$ cat src/power_stage_defs.svh
/*
  register offsets, field positions and reset values of the power stage
  control and status bank. assumes byte addresses on a 32-bit apb bus.
*/
`ifndef POWER_STAGE_DEFS_SVH
`define POWER_STAGE_DEFS_SVH

// ------------------------------------------------------------
// offsets
// ------------------------------------------------------------
`define BRIDGE_OUTPUT_REG_ADDR 12'h004
`define BRIDGE_CONTROL_REG_ADDR 12'h008
`define SYSTEM_CONTROL_REG_ADDR 12'h00c
`define POWER_OUTPUT_REG_ADDR 12'h02c
`define SYSTEM_STATUS_REG_ADDR 12'h030
`define INTERRUPT_FLAG_REG_ADDR 12'h040
`define PROTECT_CONTROL_REG_ADDR 12'h044

// ------------------------------------------------------------
// field positions
// ------------------------------------------------------------
`define CTL_OFFSET_CHOP_BIT 4
`define CTL_SENSE_GAIN_BIT 3
`define CTL_LIMIT_LSB 0
`define SYS_POWER_STAGE_BIT 7
`define SYS_SLEW_LSB 5
`define SYS_STOP_BIT 0
`define POWER_OUTPUT_REG_SUPPLY_ON_BIT 1
`define ST_LIN_CL_BIT 6
`define ST_SUPPLY_OC_BIT 5
`define ST_UNDERVOLT_BIT 3
`define ST_OVERVOLT_BIT 2
`define ST_BRIDGE_OC_BIT 1
`define ST_OVERTEMP_BIT 0
`define PROT_HT_RESET_EN_BIT 0

// ------------------------------------------------------------
// reset values and masks
// ------------------------------------------------------------
`define REG_RESET 8'h00
`define CTL_WRITE_MASK 8'h1f
`define SYS_WRITE_MASK 8'he0
`define POWER_OUTPUT_REG_WRITE_MASK 8'h02

`endif

$ cat src/power_stage_pkg.sv
/*
  types of the power stage control and status bank.
  assumes power_stage_defs.svh for the numbers.
*/
package power_stage_pkg;

  typedef enum logic [1:0] {
    slew_initial_20k = 2'h0,
    slew_slow_10k = 2'h1,
    slew_fast_8x = 2'h2,
    slew_fast_4x = 2'h3
  } lin_slew_t;

  typedef struct packed {
    logic [7:0] bridge_output_reg;
    logic offset_chop_enable;
    logic sense_gain_select;
    logic [2:0] current_limit_select;
    logic power_stage_enable;
    logic [1:0] lin_slew_select;
    logic stop_request;
    logic switched_supply_on;
    logic ht_reset_enable;
    logic undervoltage_flag;
    logic overvoltage_flag;
    logic overtemp_flag;
    logic bridge_overcurrent_flag;
    logic switched_supply_overcurrent_flag;
    logic [3:0] low_limited;
    logic chop_level;
    logic [7:0] prdata;
    logic pslverr;
  } state_t;

endpackage
$ cat src/power_stage_control_status.sv
/*
  apb register bank and protection logic for four half-bridges, the
  switched supply and lin transmitter controls.
  assumes analog comparators and the chop input are asynchronous pins;
  the apb master sits on clk_in.
*/
// What this block does
// - offset chop: bridges 1,2 rise, 3,4 fall
// - sense gain bit selects 500 mA range
// - recirculation output follows any bridge detection
// - overtemp sets flag; enabled reset kills bridges and supply
// - high side overcurrent: all highs and lows off, flag
// - low side overcurrent: all lows and highs off, flag
// - write one clears bridge overcurrent flag
// - voltage flags force bridges off until cleared
// - voltage clear ignored while condition present
// - bridge control register holds chop, gain, limit
// - limit codes below 011 mean no limit
// - supply on needs enable and on bit
// - supply overtemp only with high temp reset
// - supply overcurrent: off, flag, write one clears
// - power stage enable gates bridges, lin, supply
// - two-bit lin slew select encoding
// - stop request write-only, cleared by interrupt
// - lin current limit flag read-only mirror
// - status voltage, temp bits mirror flag register
// - status register bit positions fixed
// - limited low side resumes on chop rise, on fall for 3,4 with offset chop
// - high side wins over low side
`timescale 1ns/1ps
`default_nettype none
`include "power_stage_defs.svh"

module power_stage_control_status (
  input wire logic clk_in,
  input wire logic reset_in,
  input wire logic psel_in,
  input wire logic penable_in,
  input wire logic pwrite_in,
  input wire logic [11:0] paddr_in,
  input wire logic [31:0] pwdata_in,
  input wire logic [3:0] pstrb_in,
  output logic [31:0] prdata_out,
  output logic pready_out,
  output logic pslverr_out,
  input wire logic chop_frequency_input_in,
  input wire logic [3:0] recirculation_in,
  input wire logic [3:0] high_overcurrent_in,
  input wire logic [3:0] low_overcurrent_in,
  input wire logic [3:0] low_current_limit_in,
  input wire logic undervoltage_in,
  input wire logic overvoltage_in,
  input wire logic overtemp_warning_in,
  input wire logic overtemp_limit_in,
  input wire logic supply_overcurrent_in,
  input wire logic lin_current_limit_in,
  input wire logic cpu_interrupt_in,
  output logic [3:0] high_side_on_out,
  output logic [3:0] low_side_on_out,
  output logic recirculation_detect_output_out,
  output logic sense_gain_select_out,
  output logic [2:0] current_limit_select_out,
  output logic limit_active_out,
  output logic switched_supply_output_out,
  output logic lin_transmit_enable_out,
  output logic [1:0] lin_slew_select_out,
  output logic stop_request_out,
  output logic overtemp_reset_out
);

  // ------------------------------------------------------------
  // pin synchronisers, three stages, change once stages 2 and 3 agree
  // ------------------------------------------------------------
  localparam int N_PINS = 23;
  logic [N_PINS-1:0] pin_raw;
  logic [N_PINS-1:0] pin_s1;
  logic [N_PINS-1:0] pin_s2;
  logic [N_PINS-1:0] pin_s3;
  logic [N_PINS-1:0] pin;
  logic [N_PINS-1:0] next_pin;

  assign pin_raw = {recirculation_in, high_overcurrent_in, low_overcurrent_in, low_current_limit_in,
                    undervoltage_in, overvoltage_in, overtemp_warning_in, overtemp_limit_in,
                    supply_overcurrent_in, lin_current_limit_in, chop_frequency_input_in};

  always_comb
  begin
    for (int i = 0; i < N_PINS; i++)
    begin
      next_pin[i] = (pin_s2[i] == pin_s3[i]) ? pin_s3[i] : pin[i];
    end
  end

  always_ff @(posedge clk_in)
  begin
    if (reset_in)
    begin
      pin_s1 <= '0;
      pin_s2 <= '0;
      pin_s3 <= '0;
      pin <= '0;
    end
    else
    begin
      pin_s1 <= pin_raw;
      pin_s2 <= pin_s1;
      pin_s3 <= pin_s2;
      pin <= next_pin;
    end
  end

  logic [3:0] recirc;
  logic [3:0] high_oc;
  logic [3:0] low_oc;
  logic [3:0] low_lim;
  logic uv;
  logic ov;
  logic ot_warn;
  logic ot_limit;
  logic supply_oc;
  logic lin_cl;
  logic chop;
  assign {recirc, high_oc, low_oc, low_lim, uv, ov, ot_warn, ot_limit, supply_oc, lin_cl, chop} = pin;

  // ------------------------------------------------------------
  // state
  // ------------------------------------------------------------
  power_stage_pkg::state_t state;
  power_stage_pkg::state_t next_state;

  logic wr_en;
  logic rd_en;
  logic addr_ok;
  logic [7:0] wbyte;
  logic chop_rise;
  logic chop_fall;
  logic [7:0] status_view;
  logic bridges_allowed;

  assign wr_en = psel_in && penable_in && pwrite_in && pstrb_in[0];
  assign rd_en = psel_in && penable_in && !pwrite_in;
  assign wbyte = pwdata_in[7:0];
  assign chop_rise = chop && !state.chop_level;
  assign chop_fall = !chop && state.chop_level;

  always_comb
  begin
    case (paddr_in)
      `BRIDGE_OUTPUT_REG_ADDR,
      `BRIDGE_CONTROL_REG_ADDR,
      `SYSTEM_CONTROL_REG_ADDR,
      `POWER_OUTPUT_REG_ADDR,
      `SYSTEM_STATUS_REG_ADDR,
      `INTERRUPT_FLAG_REG_ADDR,
      `PROTECT_CONTROL_REG_ADDR: addr_ok = 1'b1;
      default: addr_ok = 1'b0;
    endcase
  end

  // status byte, unused bits zero
  always_comb
  begin
    status_view = 8'h00;
    status_view[`ST_LIN_CL_BIT] = lin_cl;
    status_view[`ST_SUPPLY_OC_BIT] = state.switched_supply_overcurrent_flag;
    status_view[`ST_UNDERVOLT_BIT] = state.undervoltage_flag;
    status_view[`ST_OVERVOLT_BIT] = state.overvoltage_flag;
    status_view[`ST_BRIDGE_OC_BIT] = state.bridge_overcurrent_flag;
    status_view[`ST_OVERTEMP_BIT] = state.overtemp_flag;
  end

  always_comb
  begin
    next_state = state;
    next_state.chop_level = chop;
    next_state.pslverr = 1'b0;

    // ------------------------------------------------------------
    // register writes
    // ------------------------------------------------------------
    if (wr_en)
    begin
      case (paddr_in)
        `BRIDGE_OUTPUT_REG_ADDR: next_state.bridge_output_reg = wbyte;
        `BRIDGE_CONTROL_REG_ADDR:
        begin
          next_state.offset_chop_enable = wbyte[`CTL_OFFSET_CHOP_BIT];
          next_state.sense_gain_select = wbyte[`CTL_SENSE_GAIN_BIT];
          next_state.current_limit_select = wbyte[`CTL_LIMIT_LSB +: 3];
        end
        `SYSTEM_CONTROL_REG_ADDR:
        begin
          next_state.power_stage_enable = wbyte[`SYS_POWER_STAGE_BIT];
          next_state.lin_slew_select = wbyte[`SYS_SLEW_LSB +: 2];
          // stop request, only set by a one
          if (wbyte[`SYS_STOP_BIT])
          begin
            next_state.stop_request = 1'b1;
          end
        end
        `POWER_OUTPUT_REG_ADDR: next_state.switched_supply_on = wbyte[`POWER_OUTPUT_REG_SUPPLY_ON_BIT];
        `PROTECT_CONTROL_REG_ADDR: next_state.ht_reset_enable = wbyte[`PROT_HT_RESET_EN_BIT];
        `SYSTEM_STATUS_REG_ADDR:
        begin
          if (wbyte[`ST_BRIDGE_OC_BIT])
          begin
            next_state.bridge_overcurrent_flag = 1'b0;
          end
          if (wbyte[`ST_SUPPLY_OC_BIT])
          begin
            next_state.switched_supply_overcurrent_flag = 1'b0;
          end
        end
        `INTERRUPT_FLAG_REG_ADDR:
        begin
          if (wbyte[`ST_UNDERVOLT_BIT])
          begin
            next_state.undervoltage_flag = 1'b0;
          end
          if (wbyte[`ST_OVERVOLT_BIT])
          begin
            next_state.overvoltage_flag = 1'b0;
          end
          if (wbyte[`ST_OVERTEMP_BIT])
          begin
            next_state.overtemp_flag = 1'b0;
          end
        end
        default: next_state.pslverr = 1'b1;
      endcase
    end
    else if (rd_en && !addr_ok)
    begin
      next_state.pslverr = 1'b1;
    end

    // ------------------------------------------------------------
    // hardware events, set wins over clear; interrupt clear wins over stop write
    // ------------------------------------------------------------
    // clear ignored while condition present
    if (uv)
    begin
      next_state.undervoltage_flag = 1'b1;
    end
    if (ov)
    begin
      next_state.overvoltage_flag = 1'b1;
    end
    if (ot_warn)
    begin
      next_state.overtemp_flag = 1'b1;
    end
    if (|high_oc || |low_oc)
    begin
      next_state.bridge_overcurrent_flag = 1'b1;
    end
    if (supply_oc)
    begin
      next_state.switched_supply_overcurrent_flag = 1'b1;
    end
    if (cpu_interrupt_in)
    begin
      next_state.stop_request = 1'b0;
    end

    // ------------------------------------------------------------
    // current limit chopping
    // ------------------------------------------------------------
    for (int i = 0; i < 4; i++)
    begin
      // bridges 1,2 rise, 3,4 fall when offset chop on
      if ((i < 2 || !state.offset_chop_enable) ? chop_rise : chop_fall)
      begin
        // limited low side resumes on chop edge
        next_state.low_limited[i] = 1'b0;
      end
      // codes 000 to 010 disable limiting
      if (low_lim[i] && state.current_limit_select >= 3'h3)
      begin
        next_state.low_limited[i] = 1'b1;
      end
    end

    // ------------------------------------------------------------
    // read data
    // ------------------------------------------------------------
    next_state.prdata = 8'h00;
    if (rd_en)
    begin
      case (paddr_in)
        `BRIDGE_OUTPUT_REG_ADDR: next_state.prdata = state.bridge_output_reg;
        `BRIDGE_CONTROL_REG_ADDR: next_state.prdata = {3'h0, state.offset_chop_enable,
                                                       state.sense_gain_select, state.current_limit_select};
        `SYSTEM_CONTROL_REG_ADDR: next_state.prdata = {state.power_stage_enable, state.lin_slew_select, 5'h00};
        `POWER_OUTPUT_REG_ADDR: next_state.prdata = {6'h00, state.switched_supply_on, 1'b0};
        `SYSTEM_STATUS_REG_ADDR: next_state.prdata = status_view;
        `INTERRUPT_FLAG_REG_ADDR: next_state.prdata = {4'h0, state.undervoltage_flag,
                                                       state.overvoltage_flag, 1'b0, state.overtemp_flag};
        `PROTECT_CONTROL_REG_ADDR: next_state.prdata = {7'h00, state.ht_reset_enable};
        default: next_state.prdata = 8'h00;
      endcase
    end
  end

  always_ff @(posedge clk_in)
  begin
    if (reset_in)
    begin
      state <= '0;
    end
    else
    begin
      state <= next_state;
    end
  end

  // ------------------------------------------------------------
  // apb answer, one wait state: data registered in access cycle
  // ------------------------------------------------------------
  logic access_seen;
  always_ff @(posedge clk_in)
  begin
    if (reset_in)
    begin
      access_seen <= 1'b0;
    end
    else
    begin
      access_seen <= psel_in && penable_in && !access_seen;
    end
  end

  assign pready_out = access_seen;
  assign prdata_out = {24'h000000, state.prdata};
  assign pslverr_out = access_seen && state.pslverr;

  // ------------------------------------------------------------
  // output drive
  // ------------------------------------------------------------
  logic overtemp_kill;
  logic [3:0] high_req;
  logic [3:0] low_req;

  assign overtemp_kill = state.ht_reset_enable && ot_limit;
  // voltage flags and enable gate bridges
  assign bridges_allowed = state.power_stage_enable && !state.undervoltage_flag && !state.overvoltage_flag
                           && !overtemp_kill;

  always_comb
  begin
    for (int i = 0; i < 4; i++)
    begin
      high_req[i] = state.bridge_output_reg[2 * i + 1];
      low_req[i] = state.bridge_output_reg[2 * i] && !high_req[i];
    end
  end

  // high or low overcurrent latches all highs off
  assign high_side_on_out = bridges_allowed && !state.bridge_overcurrent_flag ? high_req : 4'h0;
  // high or low overcurrent latches all lows off
  assign low_side_on_out = bridges_allowed && !state.bridge_overcurrent_flag ? (low_req & ~state.low_limited) : 4'h0;
  assign recirculation_detect_output_out = |recirc;
  assign sense_gain_select_out = state.sense_gain_select;
  assign current_limit_select_out = state.current_limit_select;
  assign limit_active_out = state.current_limit_select >= 3'h3;
  assign switched_supply_output_out = state.power_stage_enable && state.switched_supply_on
                                      && !state.switched_supply_overcurrent_flag && !overtemp_kill;
  assign lin_transmit_enable_out = state.power_stage_enable;
  assign lin_slew_select_out = state.lin_slew_select;
  assign stop_request_out = state.stop_request;
  assign overtemp_reset_out = overtemp_kill;

endmodule // power_stage_control_status

`default_nettype wire

$ cat config.mk
export PLATFORM = sky130hd
export DESIGN_NAME = power_stage_control_status
export DESIGN_NICKNAME = d
export VERILOG_FILES = /design/src/power_stage_pkg.sv /design/src/power_stage_control_status.sv
export VERILOG_INCLUDE_DIRS = /design/src
export SDC_FILE = /design/constraint.sdc
export NUM_CORES = 1
export LEC_CHECK = 0
export CORE_MARGIN = 2
export CORE_UTILIZATION = 55
export CTS_BUF_LIST = sky130_fd_sc_hd__clkbuf_8
export DETAILED_ROUTE_END_ITERATION = 6
export DONT_BUFFER_PORTS = 1
export PLACE_DENSITY_LB_ADDON = 0.25
export SKIP_CTS_REPAIR_TIMING = 1
export SLEW_MARGIN = 20
export SYNTH_ARGS = -nofsm -noshare
export SYNTH_HDL_FRONTEND = slang
export SYNTH_SLANG_ARGS = --single-unit
$ cat constraint.sdc
create_clock -name clk_in -period 1.4 [get_ports clk_in]
set_input_delay 0.14 -clock clk_in [delete_from_list [all_inputs] [get_ports clk_in]]
set_output_delay 0.14 -clock clk_in [all_outputs]
set_load 0.05 [all_outputs]
==> metrics.md <==
| Metric | Value |
|---|---|
| Grt ovf | 0 |
| Asr flop ratio synth | 0 |
| Antenna violations before repair | 0 |
| Fillcell total | 613 |
| Final setup margin | -0.767 ns |
| Period utilization | 1.55 |
| Fin nets | 667 |
| TritonCTS buffer count | 17 |
| CTS tree | yes |
| Synth Flop Type | dfxtp_1 |
| Worst EP required | approximately 1.3 ns |
| Slowest Stage Delay on Critical Path | 0.49 ns |
| Total power | 7.84 mW |
| Final GP Congestion | a little under 0.9 |
| Syn avg cell area | between 10 and 15 µm² |
| Failing checks | negative hold slack, negative setup slack |
| CP arrival | between 2 and 2.5 ns |
| Drt wl/cell | 14.7 µm |
| Post-synth EDFFs | 0 |
| DP Wirelength | between 6 and 7 mm |
| Power Density | about 1200 nW/µm² |
| CTS Root Cell | clkbuf_8 |
| Total number of vias | 3633 |
| Max Slew Vio Count | 0 |
| Leak | 2.65 nW |
| Worst Hold Class | in -> reg |
| Aggregate routed wire length | 10.4 mm |
| CP Depth | 5 |
| I/O pins | 131 |
| Crit path time final | 2.17 ns |
| Top post-synthesis cells by count | dfxtp_1, nor2b_1, buf_4, a21oi_1, nand2_1 |
| Yosys top cell area share | 0.537 |
| Post-route ant nets | 0 |
| WP buf/inv | 1 |
| Yosys top cell by area | dfxtp_1 |
| Port Buf Inserts | 0 |
| Worst vdd ir | 685 µV |
| Synth top area cells | dfxtp_1, nor2b_1, buf_4 |
| Worst skew pair latency | 0.42 ns |
| Diode count | 0 |
| Hold slack | -0.00538 ns |
| Reg2Reg Depth | 4 |
| RSZ-0062 raised after global routing | true |
| Status | complete, but fails checks |
| Seq/Total Area, Yosys | 0.537 |
| Achievable Freq | ~460 MHz |
| Non-Filler Instances | 711 |
| Min-Delay Startpoint | pwdata_in[0] |
| DIE AREA | 9650 µm² |
| Chain of cells forming the critical path | and2_4, nand2b_4, or4_4, nor4b_4, buf_12 |
| Yosys cell types | between 50 and 60 |
| Total Routing Usage GR | 0.188 |
| Vias in the first global route | between 2000 and 3000 |
| Cells after DPL | 595 |
| CTS max path bufs | 2 |
| Die Span Y | approximately 98 µm |
| CP top delay family | simple AND/OR/NAND/NOR gates |
| Initial Utilization | 0.563 |
| Peak fanout along the critical path | 4 |
| Kind of critical path | reg -> out |
| Synth-to-layout area growth | 32.4% |
| Sum Neg Setup Slack | -6.15 ns |
| Layout Skew | 0.00883 ns |
| #FFs+latches synth | roughly 130 |
| DR pass1 iterations | 5 |
| Fin. Hold Viols | 1 |
| Via-to-Cell Ratio | roughly 5 |
| Largest net degree at the start of global routing | 124 |
| Critical path endpoint category | primary output |
| Setup WS pre-CTS | -0.352 ns |
| CP max stage cell | or4_4 |
| Clock slew at the register clock pins of the worst setup and hold paths | around 0.070 ns |
| Count leader, synth | dfxtp_1 |
| Core area | 8680 µm² |
| Die Width | 98.2 µm |
| Placement row count | 34 |
| Post-route cell area | 6470 µm² |
| DRC viols | 0 |
| Max-Cap Viols | 0 |
| Setup violators final | 10 |
| Ratio of cells with drive above 1 in the final layout | 0.166 |
| Clk sinks | around 130 |
| Crit Reg-Reg Startpoint | pin[3] |
| Yosys warns | 0 |
| Post-route core utilization | 0.745 |
| First-pass GRT wire length | about 14 mm |
| Post-synthesis cell count | 487 |
| Mapped cell area | 4880 µm² |
| Post-DP Area | 5120 µm² |
| # H-tree levels | 4 |
| Startpoint types | flop |
| Hold depth | 3 |
| Initial DRC Count | around 160 |
| Crit. Startpoint | pin[3] |
-- worst paths after layout --
path | end | slack, ns
worst max-delay path | low_side_on_out[3] | -0.77
worst min-delay path | state[16] | -0.005
worst max register to register | pin[3] | 0.01
worst min register to register | pin_s2[16] | 0.44
-- worst reg2reg max path: cells and delay by family, from the launching register on --
kind,cells,cell delay [ns]
flops,1,0.32
buf+inv,2,0.70
compound gates,2,0.26
-- final cells by class --
type	instances	area [µm²]	share of cell area
timing repair buffer	116	1170	0.181
clock inverter	14	200	0.0309
clock buffer	18	248	0.0383
tap	108	135	0.0209
sequential	131	2630	0.406
multi-input combinational	318	2060	0.319
inverter	6	22.5	0.00348
-- placed cells by master, fill, tap and decap left out, types with 6 or more instances in the layout --
cell           instances
mux2i_1               15
buf_4                 25
nand2_1               31
conb_1                24
dlygate4sd3_1         80
clkbuf_8              18
o21ai_0               27
nor2b_1               74
a22oi_1                6
dfxtp_1              128
a21oi_1               31
inv_1                  6
nor2_1                25
-- where the power goes --
group / switching (mW) / internal (mW)
sequential: 0.0312 / 3.81
combinational: 0.263 / 0.203
clock: 1.52 / 2.01
-- layer usage --
layer / up-vias / track usage / routed length [µm]
met2: 116 / 0.288 / 5130
met1: 1696 / 0.242 / 4490
li1: 1806 / - / -
met4: 0 / 0.0906 / 200
met3: 15 / 0.0594 / 614
met5: - / 0 / 0
-- sequential cells by signal, summed over array words and instances, names as in the netlist --
register                  count
pin                          23
pin_s1                       23
pin_s2                       23
pin_s3                       23
state                        18
prdata_out                    8
high_req                      4
current_limit_select_out      3
lin_slew_select_out           2
lin_transmit_enable_out       1
pready_out                    1
sense_gain_select_out         1
stop_request_out              1
-- cell families after synthesis --
group,Yosys count,share of synthesized area
flops,131,0.537
mux,17,0.0353
simple gates,193,0.246
other cells,1,0.000768
compound gates,84,0.102
buf+inv,61,0.0789
No activity file was read; power rests on OpenSTA's default activity.
